<file path="src/verilog/pmcs_pkg.sv">
package pmcs_pkg;
  // Register port address width
  localparam int ADDR_W = 10;
  // Register addresses
  localparam logic [9:0] ADDR_MISC = 10'h3c2;
  localparam logic [9:0] ADDR_NUM0 = 10'h300;
  localparam logic [9:0] ADDR_NUM1 = 10'h301;
  localparam logic [9:0] ADDR_NUM2 = 10'h302;
  localparam logic [9:0] ADDR_NUM3 = 10'h303;
  localparam logic [9:0] ADDR_DEN0 = 10'h304;
  localparam logic [9:0] ADDR_DEN1 = 10'h305;
  localparam logic [9:0] ADDR_DEN2 = 10'h306;
  localparam logic [9:0] ADDR_DEN3 = 10'h307;
  localparam logic [9:0] ADDR_MEMCLK = 10'h308;
  localparam logic [9:0] ADDR_PM = 10'h309;
  localparam logic [9:0] ADDR_STATUS = 10'h30a;
  // Field positions
  localparam int MISC_SEL_LO = 2;
  localparam int MISC_SEL_HI = 3;
  localparam int NUM_MSB = 6;
  localparam int DEN_LSB = 1;
  localparam int DEN_MSB = 7;
  localparam int DEN_POST_BIT = 0;
  localparam int MEM_MULT_MSB = 5;
  localparam int MEM_USE_MCLK_BIT = 6;
  localparam int PM_SYS_BIT = 4;
  localparam int PM_STATIC_CLK_BIT = 3;
  localparam int PM_VSYNC_BIT = 2;
  localparam int PM_HSYNC_BIT = 1;
  // Reset values
  localparam logic [7:0] RST_MISC = 8'h00;
  localparam logic [7:0] RST_NUM = 8'h00;
  localparam logic [7:0] RST_DEN = 8'h00;
  localparam logic [7:0] RST_MEMCLK = 8'h00;
  localparam logic [7:0] RST_PM = 8'h00;
  // Break-before-make gap between clock sources
  localparam int CLK_PERIOD_NS = 40;
  localparam int HOLD_TIME_NS = 200;
  localparam int HOLD_CYCLES =
    (HOLD_TIME_NS + CLK_PERIOD_NS - 1) / CLK_PERIOD_NS;
  // Clock source codes driven to the clock multiplexers
  typedef enum logic [2:0] {
    SRC_OFF = 3'h0,
    SRC_SYNTH = 3'h1,
    SRC_MCLK_DIV2 = 3'h2,
    SRC_MCLK = 3'h3,
    SRC_DOT = 3'h6
  } pmcs_src_type;
  // Switch sequencer, Gray coded along run-hold-load
  typedef enum logic [1:0] {
    ST_RUN = 2'b00,
    ST_HOLD = 2'b01,
    ST_LOAD = 2'b11
  } pmcs_state_type;
endpackage : pmcs_pkg

</file>
<file path="src/verilog/pmcs_clock_select.sv">
// Notes on behaviour
// RULE1 - Provide pixel clock and memory clock controls
// RULE2 - Misc select bits choose one of four pairs
// RULE3 - Select 00..11 maps to pairs zero..three
// RULE4 - Numerator is low seven bits
// RULE5 - Denominator bits 7:1, postscaler bit 0
// RULE6 - Postscaler bit set halves pixel frequency
// RULE7 - Pixel frequency is ref times num over den
// RULE8 - Enable pin high: both from selected pair
// RULE9 - Enable pin low: timing from dot pin
// RULE10 - Memory-clock bit replaces synth, pair-three halves
// RULE11 - Memory clock multiplier is bits 5:0
// RULE12 - Software halves clock above 85 MHz
// RULE13 - Software picks mid-range numerator and denominator
// RULE14 - Software uses memory clock when too close
// RULE15 - Four power-management bits, positions four to one
// RULE16 - Static sync bit also powers down DAC
// RULE17 - Memory refresh never stops
// RULE18 - Pass-through source drives enable pin low
// RULE19 - Switch sources without runt pulses
//
// The strobed register port was chosen for this implementation.
`timescale 1ns/1ps
module pmcs_clock_select
  import pmcs_pkg::*;
#(
  parameter int HOLD_CNT = HOLD_CYCLES
) (
  input wire logic clk_i,
  input wire logic nrst_i,
  input wire logic [ADDR_W-1:0] addr_i,
  input wire logic [7:0] wdata_i,
  input wire logic wr_i,
  input wire logic rd_i,
  output logic [7:0] rdata_o,
  input wire logic ext_dot_clock_enable_pin_i,
  output logic pixel_synth_enable_o,
  output logic [6:0] pix_num_o,
  output logic [6:0] pix_den_o,
  output logic pix_post_o,
  output logic [5:0] mem_mult_o,
  output logic [2:0] dac_src_o,
  output logic [2:0] crt_src_o,
  output logic system_pm_o,
  output logic static_clock_o,
  output logic static_vsync_o,
  output logic static_hsync_o,
  output logic dac_power_down_o,
  output logic refresh_enable_o
);

  // Gap counter is eight bits wide
  if (HOLD_CNT < 1 || HOLD_CNT > 255) begin : g_bad_hold
    $error("HOLD_CNT must lie in 1..255");
  end

  // Decide the source for one clock consumer
  function automatic pmcs_src_type pick_src(input logic dot_en,
                                            input logic use_mclk,
                                            input logic half,
                                            input logic sel_hi,
                                            input logic is_dac);
    pmcs_src_type src;
    if (dot_en) begin
      src = SRC_SYNTH; // [RULE8]
    end else if (!is_dac || sel_hi) begin
      src = SRC_DOT; // [RULE9]
    end else begin
      src = SRC_SYNTH;
    end
    if (use_mclk && src == SRC_SYNTH) begin
      src = half ? SRC_MCLK_DIV2 : SRC_MCLK; // [RULE10]
    end
    return src;
  endfunction : pick_src

  // Software registers
  logic [7:0] misc; // Pair select lives in bits 3:2
  logic [7:0] num [4]; // Pixel numerators
  logic [7:0] den [4]; // Pixel denominators with postscaler
  logic [7:0] mem_ctl; // Memory clock control
  logic [7:0] pm_ctl; // Power management control

  // Enable pin synchroniser, three stages
  logic dot_s1;
  logic dot_s2;
  logic dot_s3;
  logic dot_en; // Filtered pin level

  // Switch sequencer
  pmcs_state_type state;
  pmcs_state_type next_state;
  logic [7:0] hold_cnt; // Cycles left in the gap
  logic [7:0] next_hold_cnt;
  logic [2:0] next_dac_src;
  logic [2:0] next_crt_src;

  // Decode of write strobes
  wire wr_misc = wr_i && addr_i == ADDR_MISC;
  wire wr_mem = wr_i && addr_i == ADDR_MEMCLK;
  wire wr_pm = wr_i && addr_i == ADDR_PM;
  wire wr_num = wr_i && addr_i[ADDR_W-1:2] == ADDR_NUM0[ADDR_W-1:2];
  wire wr_den = wr_i && addr_i[ADDR_W-1:2] == ADDR_DEN0[ADDR_W-1:2];
  wire [1:0] wr_idx = addr_i[1:0];

  // Active pair selected by the misc bits
  wire [1:0] pair_sel = misc[MISC_SEL_HI:MISC_SEL_LO]; // [RULE2]
  wire [7:0] num_sel = num[pair_sel]; // [RULE3]
  wire [7:0] den_sel = den[pair_sel]; // [RULE3]
  wire use_mclk = mem_ctl[MEM_USE_MCLK_BIT];
  wire mclk_half = den[3][DEN_POST_BIT]; // [RULE10]

  // Target sources for both consumers
  wire [2:0] dac_target = pick_src(dot_en, use_mclk, mclk_half,
                                   pair_sel[1], 1'b1);
  wire [2:0] crt_target = pick_src(dot_en, use_mclk, mclk_half,
                                   pair_sel[1], 1'b0);
  wire target_moved = dac_target != dac_src_o ||
                      crt_target != crt_src_o;
  wire busy = state != ST_RUN;

  // Static sync also powers the DAC down
  wire next_dac_pd = pm_ctl[PM_VSYNC_BIT] ||
                     pm_ctl[PM_HSYNC_BIT]; // [RULE16]

  // Read mux, unmapped addresses read zero
  logic [7:0] rd_mux;
  always_comb begin
    rd_mux = 8'h00;
    case (addr_i)
      ADDR_MISC: rd_mux = misc;
      ADDR_NUM0, ADDR_NUM1, ADDR_NUM2, ADDR_NUM3: rd_mux = num[wr_idx];
      ADDR_DEN0, ADDR_DEN1, ADDR_DEN2, ADDR_DEN3: rd_mux = den[wr_idx];
      ADDR_MEMCLK: rd_mux = mem_ctl;
      ADDR_PM: rd_mux = pm_ctl;
      ADDR_STATUS: rd_mux = {busy, dot_en, crt_src_o, dac_src_o};
      default: rd_mux = 8'h00;
    endcase
  end

  // Register file writes
  always_ff @(posedge clk_i or negedge nrst_i) begin
    if (!nrst_i) begin
      misc <= RST_MISC;
      mem_ctl <= RST_MEMCLK;
      pm_ctl <= RST_PM;
      for (int i = 0; i < 4; i++) begin
        num[i] <= RST_NUM;
        den[i] <= RST_DEN;
      end
    end else begin
      if (wr_misc) begin
        misc <= wdata_i;
      end
      if (wr_mem) begin
        mem_ctl <= wdata_i;
      end
      if (wr_pm) begin
        pm_ctl <= wdata_i; // [RULE15]
      end
      if (wr_num) begin
        num[wr_idx] <= wdata_i;
      end
      if (wr_den) begin
        den[wr_idx] <= wdata_i;
      end
    end
  end

  // Read data stands one cycle after the strobe only
  always_ff @(posedge clk_i or negedge nrst_i) begin
    if (!nrst_i) begin
      rdata_o <= 8'h00;
    end else begin
      rdata_o <= rd_i ? rd_mux : 8'h00;
    end
  end

  // Pin synchroniser; only agreeing later stages update the level
  always_ff @(posedge clk_i or negedge nrst_i) begin
    if (!nrst_i) begin
      dot_s1 <= 1'b1;
      dot_s2 <= 1'b1;
      dot_s3 <= 1'b1;
      dot_en <= 1'b1;
    end else begin
      dot_s1 <= ext_dot_clock_enable_pin_i;
      dot_s2 <= dot_s1;
      dot_s3 <= dot_s2;
      if (dot_s2 == dot_s3) begin
        dot_en <= dot_s3;
      end
    end
  end

  // Break-before-make: park both muxes low, wait, then load
  always_comb begin
    next_state = state;
    next_hold_cnt = hold_cnt;
    next_dac_src = dac_src_o;
    next_crt_src = crt_src_o;
    case (state)
      ST_RUN: begin
        if (target_moved) begin
          next_state = ST_HOLD; // [RULE19]
          next_hold_cnt = 8'(HOLD_CNT - 1);
          next_dac_src = SRC_OFF;
          next_crt_src = SRC_OFF;
        end
      end
      ST_HOLD: begin
        // Outgoing clock held low for the whole gap
        if (hold_cnt == 8'h00) begin
          next_state = ST_LOAD;
        end else begin
          next_hold_cnt = hold_cnt - 8'h01;
        end
      end
      ST_LOAD: begin
        // Targets sampled late, so a change during the gap lands here
        next_state = ST_RUN;
        next_dac_src = dac_target;
        next_crt_src = crt_target;
      end
      default: begin
        next_state = ST_RUN;
        next_dac_src = SRC_OFF;
        next_crt_src = SRC_OFF;
      end
    endcase
  end

  // Sequencer registers
  always_ff @(posedge clk_i or negedge nrst_i) begin
    if (!nrst_i) begin
      state <= ST_RUN;
      hold_cnt <= 8'h00;
      dac_src_o <= SRC_OFF;
      crt_src_o <= SRC_OFF;
    end else begin
      state <= next_state;
      hold_cnt <= next_hold_cnt;
      dac_src_o <= next_dac_src;
      crt_src_o <= next_crt_src;
    end
  end

  // Synthesizer settings and power controls, all registered
  always_ff @(posedge clk_i or negedge nrst_i) begin
    if (!nrst_i) begin
      pixel_synth_enable_o <= 1'b1;
      pix_num_o <= 7'h00;
      pix_den_o <= 7'h00;
      pix_post_o <= 1'b0;
      mem_mult_o <= 6'h00;
      system_pm_o <= 1'b0;
      static_clock_o <= 1'b0;
      static_vsync_o <= 1'b0;
      static_hsync_o <= 1'b0;
      dac_power_down_o <= 1'b0;
      refresh_enable_o <= 1'b1;
    end else begin
      pixel_synth_enable_o <= !use_mclk; // [RULE1] [RULE10]
      pix_num_o <= num_sel[NUM_MSB:0]; // [RULE4] [RULE7]
      pix_den_o <= den_sel[DEN_MSB:DEN_LSB]; // [RULE5] [RULE7]
      pix_post_o <= den_sel[DEN_POST_BIT]; // [RULE6]
      mem_mult_o <= mem_ctl[MEM_MULT_MSB:0]; // [RULE1] [RULE11]
      system_pm_o <= pm_ctl[PM_SYS_BIT]; // [RULE15]
      static_clock_o <= pm_ctl[PM_STATIC_CLK_BIT]; // [RULE15]
      static_vsync_o <= pm_ctl[PM_VSYNC_BIT]; // [RULE15]
      static_hsync_o <= pm_ctl[PM_HSYNC_BIT]; // [RULE15]
      dac_power_down_o <= next_dac_pd; // [RULE16]
      refresh_enable_o <= 1'b1; // No power bit may stop refresh [RULE17]
    end
  end
endmodule : pmcs_clock_select

</file>
<file path="config.mk">
export PLATFORM = sky130hd
export DESIGN_NAME = pmcs_clock_select
export DESIGN_NICKNAME = d
export VERILOG_FILES = /design/src/verilog/pmcs_pkg.sv /design/src/verilog/pmcs_clock_select.sv
export SDC_FILE = /design/constraint.sdc
export NUM_CORES = 1
export LEC_CHECK = 0
export BUFFER_PORTS_ARGS = -buffer_cell sky130_fd_sc_hd__buf_2
export CORE_ASPECT_RATIO = 1.4
export CORE_MARGIN = 8
export CORE_UTILIZATION = 50
export CTS_CLUSTER_DIAMETER = 30
export DETAILED_ROUTE_END_ITERATION = 8
export PLACE_DENSITY = 0.72
export SETUP_SLACK_MARGIN = 0.2
export SYNTH_ARGS = -nofsm -noshare
export SYNTH_HDL_FRONTEND = slang
export SYNTH_SLANG_ARGS = --single-unit
export TNS_END_PERCENT = 30
</file>
<file path="constraint.sdc">
create_clock -name clk_i -period 2.1 [get_ports clk_i]
set_clock_uncertainty 0.1 [all_clocks]
set_input_delay 0.105 -clock clk_i [delete_from_list [all_inputs] [get_ports clk_i]]
set_output_delay 0.105 -clock clk_i [all_outputs]
set_load 0.05 [all_outputs]
</file>
-- Word level (Yosys, flattened, before mapping)
Index checks and enable logic that the tools add are counted.
- add/sub/neg operators: 1
- order comparisons: 3
- equal/unequal tests: 24
- multiplexer cells: 33
- bitwise operators: 3
- reduce and logical (&&, ||, !) cells: 20
- operators with widths (cell ; count):
    10-bit equality test, second input constant ; 12
    8-bit two-way mux ; 10
    8-bit binary-select mux with 2-bit select ; 4
    32-bit bitwise mux ; 2
    8-bit one-hot mux with 6 select lines ; 1
    3-bit two-way mux ; 6
    3-bit one-hot mux with 3 select lines ; 2
    8-bit demux with 2-bit select ; 1
    8-bit equality test, second input constant ; 2
    8-bit one-hot mux with 2 select lines ; 1
    7-bit two-way mux ; 2
    1-bit logical AND ; 8
    8-bit logical NOT ; 1
    4-bit OR reduction ; 2
    8-bit by 1-bit subtractor with 8-bit output, second input constant ; 1
    3-bit by 1-bit equality test with 1-bit output, second input constant ; 2
    3-bit greater-or-equal comparator, second input constant ; 2
    2-bit != test, second input constant ; 3
    3-bit != test ; 2
    2-bit NOT with 3-bit output ; 2
    2-bit two-way mux ; 2
    2-bit one-hot mux with 2 select lines ; 1
    2-bit AND reduction ; 2
    2-bit nonzero test ; 2
    10 further kinds ; 11
- flip-flop bits (word level): 143
- bits of input ports: 23
- logic and storage cells: 114

-- Longest topological paths before layout
- word-level depth: 9
- mapped depth: 7
- gate-level depth less buffers: 6

-- Worst setup path after synthesis
No wires, ideal clock.
- path type: reg2reg
- from: register crt_src_o[1]
- to: register crt_src_o[0]
- library setup time: 0.067 ns
- data arrival time: 2.098 ns
- slack: -0.165 ns
- cell stages (with the launch flop): 6
- period minus slack after synthesis: 2.265 ns
- path through: dfrtp_1 and2_1 a2111oi_0 o211ai_1 nor3_1 a22o_1
- longest elaborated chain between the ends: 4
- RTL lines (item ; line ; text):
    start, declared ; pmcs_clock_select.sv:43 ; output logic [2:0] crt_src_o,
    start signal, assigned ; pmcs_clock_select.sv:244 ; crt_src_o <= next_crt_src;
    3-bit != test ; pmcs_clock_select.sv:119 ; crt_target != crt_src_o;
    1-bit logical OR ; pmcs_clock_select.sv:118 ; wire target_moved = dac_target != dac_src_o ||
    2-bit != test (no source line) ; n/a ;
    2-bit AND reduction (no source line) ; n/a ;
Every way passes these cells.
A chain may end at the register's enable or synchronous reset.

-- Worst setup path in the final report
- from: register dot_en
- to: register dac_src_o[0]
- longest elaborated chain between the ends: 8
- elaborated cells on any way between the ends: 14
- those cells by class: eq/ne (5); mux (5); reduce/logical (4)
- RTL lines (item ; line ; text):
    start, declared ; pmcs_clock_select.sv:88 ; logic dot_en;
    start signal, assigned ; pmcs_clock_select.sv:191 ; dot_en <= dot_s3;
    3-bit two-way mux ; pmcs_clock_select.sv:64 ; if (dot_en) begin
    3-bit by 1-bit equality test with 1-bit output ; pmcs_clock_select.sv:71 ; if (use_mclk && src == SRC_SYNTH) begin
    1-bit logical AND ; pmcs_clock_select.sv:71 ;
    3-bit two-way mux ; pmcs_clock_select.sv:71 ;
    3-bit != test, on equally long branches ; pmcs_clock_select.sv:118, pmcs_clock_select.sv:119 ;
    1-bit logical OR ; pmcs_clock_select.sv:118 ;
    2-bit != test (no source line) ; n/a ;
    2-bit AND reduction (no source line) ; n/a ;
    end signal, assigned ; pmcs_clock_select.sv:243 ; dac_src_o <= next_dac_src;
    end, declared ; pmcs_clock_select.sv:42 ; output logic [2:0] dac_src_o,
Several ways; a longest one is shown, not always the timed one.

==> flow_summary.json <==
{
  "status": "complete, no violations",
  "via_per_inst": 6.14,
  "cp.arrival_ns": 2.10,
  "rr_endpoint": "dac_src_o[0]",
  "synth.net_count": 494,
  "drive_above_1_share_pct": 47.3,
  "crit_fanout": 7,
  "path_cells": "buf_6 -> or4bb_4 -> and2_4 -> nor3_4 -> a22o_1",
  "syn_area_um2": 6550,
  "async_flop_share_pct": 100,
  "maxSlewHeadroom_pct": 59.5,
  "ys_seq_elements": 143,
  "n_antenna_cell": 0,
  "synth_top_family_by_area": "multiplexers",
  "overflow": 0,
  "synth_xor_xnor_area_share_pct": 0.134,
  "fp.coreArea_um2": 12800,
  "syn_inst": 469,
  "worstSetupStartpointType": "flop",
  "track_usage_pct": 20.2,
  "synth.most_common_cell": "dfrtp_1",
  "ys_seq_area_share_pct": 54.7,
  "fin_area_um2": 7930,
  "crit_required_ns": 2.35,
  "synthSimpleGateAreaFrac_pct": 7.58,
  "grtUsageMet3_pct": 4.40,
  "register_area_um2": 3590,
  "slowest_stage": "or4bb_4",
  "min_period_ns": 1.85,
  "multi_input_area_um2": 2900,
  "first_pass_iters": 4,
  "routed_wl_mm": 16.3,
  "drc_errors": 0,
  "io_pins": 65,
  "path_delay_family": "simple AND/OR/NAND/NOR gates",
  "nets": 587,
  "synth_area_per_cell_um2": 14.0,
  "grt_pass1_wl_mm": 26.3,
  "p_total_mw": 7.12,
  "synth_flop_cell": "dfrtp_1",
  "top_usage_layer": "met2",
  "cp-end-kind": "flop",
  "cts.clk_slew.worst_paths_ns": 0.06,
  "r2r-start": "dot_en",
  "cts.sinks": 143,
  "first_global_vias": 4746,
  "crit_type": "reg -> reg",
  "place_area_um2": 7240,
  "pre_cts_slack_ns": -0.0599,
  "p_leak_nw": 3.87,
  "die_w_um": 113,
  "cp.depth": 5,
  "synth_area_leaders": "dfrtp_1 (53%), mux2_2 (15%), mux4_2 (11%)",
  "clk_latency_ns": 0.41,
  "setup_violations": 0,
  "power_density_nw_per_um2": 898,
  "peakVddDrop_mv": 0.548,
  "die_h_um": 151,
  "dieArea_um2": 17100,
  "routabilityCongestion": 0.898,
  "drv_slew": 0,
  "n_fill_cell": 949,
  "ctsRootBufferMaster": "clkbuf_16",
  "yosysTopAreaCell": "dfrtp_1",
  "num_rows": 49,
  "first_iter_violations": 326,
  "fmax_ghz": 0.541,
  "cts_tree": "built",
  "synth_compound_area_share_pct": 7.24,
  "muxShareOfSynthArea_pct": 27.5,
  "area_growth_pct": 21.0,
  "met2_usage_pct": 34.1,
  "synth_edf_count": 0,
  "start_util_pct": 51.1,
  "r2r_setup_slack_ns": 0.25,
  "ant_nets": 0,
  "period_share_pct": 88.0,
  "crit_start": "dot_en",
  "hold_viol_final": 0,
  "via_count": 4470,
  "synth_adder_area_share_pct": 0.535,
  "hold_class": "in -> reg",
  "yosysTopAreaCellShare_pct": 52.7,
  "grt_setup_unrepaired": "yes",
  "dpl.hpwl_mm": 11.7,
  "htreeDepth": 4,
  "cts_max_path_buffers": 2,
  "crit_buf_inv": 1,
  "fin_ws_ns": 0.253,
  "cap_violations": 0,
  "grt_util_met1_pct": 23.6,
  "synthTopCellsByCount": "dfrtp_1 (138), mux2_2 (87), mux4_2 (31)",
  "tns_ns": 0,
  "grt_start_max_net_pins": 59,
  "portBuffers": 63,
  "numCtsBuffers": 17,
  "crit_path_end": "dac_src_o[0]",
  "wl_per_cell_um": 22.4,
  "cp_slowest_stage_delay_ns": 0.52,
  "tightestPinTransition_ns": 0.603,
  "yosys_warnings": 0,
  "ys_types": 59,
  "r2r_cells": 5,
  "antenna_found_initial": 0
}
[per-layer routing]
layer | part of all wire (%) | vias up
li1 | - | 1958
met1 | 40 | 2315
met2 | 52 | 150
met3 | 4.7 | 47
met4 | 3.8 | 0
met5 | 0 | -
[kinds of logic (layout without fill, tap and decap cells)]
group                      count (synthesis)  after routing
DFF                                      143            143
muxes                                    130            130
and+or+nand+nor                           91             91
AOI/OAI and AO/OA                         62             62
buffers and inverters                     38            144
adders and majority gates                  3              3
other                                      1              1
xor gates and xnor gates                   1              1
[report_power, final]
part           total, mW  internal [mW]  switching, mW
registers           3.13           2.93          0.203
clock network       2.78           1.66           1.13
logic               1.21          0.480          0.733
[cell type report]
type                       instances  area share, %
sequential                       143           45.3
multi-input combinational        288           36.5
timing repair buffer             102           8.46
clock buffer                      22           5.73
tap                              153           2.41
clock inverter                    10           1.14
inverter                          10          0.473
[how the worst min path moves through the flow]
stage	startpoint	to	slack [ns]	depth (start not counted)
after global placement	nrst_i	rdata_o[0]	0.003	1
final	wdata_i[2]	den[18]	0.04	2
after detailed placement	nrst_i	pix_num_o[4]	0.009	1
after floorplan	nrst_i	crt_src_o[0]	-0.29	0
after CTS	wdata_i[5]	den[13]	0.02	2
after global routing	wdata_i[2]	den[10]	0.04	2
[placed cells by master (no fill, tap or decap), types with 3 or more instances in the layout]
cell type      instances
buf_2                 62
buf_4                 29
clkbuf_1               4
o21ai_0                7
a32oi_1                4
o2bb2ai_1              9
buf_12                 3
clkbuf_16             17
a22o_1                 9
dfrtp_2                4
a221oi_1               6
nand2_1               19
mux4_2                31
mux2i_1               10
clkinv_4               4
clkinv_2               5
nand3_1                8
inv_1                  9
nor2_1                19
nor3_1                 5
dfstp_2                5
nor2b_1                9
dlygate4sd3_1          6
dfrtp_1              134
o22ai_1                6
mux2_2                87
[worst register-to-register path: cells and delay by family, from the launching register on]
kind / cells / cell delay, ns
and+or+nand+nor: 3 / 0.98
DFF: 1 / 0.38
AOI/OAI and AO/OA: 1 / 0.20
buffers and inverters: 1 / 0.13
[per-stage QoR]
stage / instances / hold slack [ns] / utilization (%)
3_5_place_dp: 688 / 0.00873 / 56.5
5_1_grt: 728 / 0.0415 / 61.9
2_1_floorplan: 469 / -0.291 / -
4_1_cts: 728 / 0.0217 / 61.6
6_report: 728 / 0.0376 / 61.9
3_3_place_gp: 688 / 0.00273 / 56.5
[state kept, by name (all words and copies together), names as in the netlist, 2 cells and up]
name	flops
crt_src_o	3
hold_cnt	8
pix_num_o	7
dac_src_o	3
den	32
mem_ctl	8
misc	8
mem_mult_o	6
rdata_o	8
num	32
pm_ctl	8
state	2
pix_den_o	7
[what timing repair did]
| item | 4_1_cts | 5_1_grt |
|---|---|---|
| setup endpoints to repair | 12 | 12 |
| cloned | 0 | 0 |
| gates resized for setup | 6 | 10 |
| buffers inserted | 2 | 0 |
| pin swaps | 4 | 7 |
| hold buffers | 6 | 0 |
| endpoints found under the hold margin | 92 | 0 |
No activity file was read; power rests on OpenSTA's default activity.
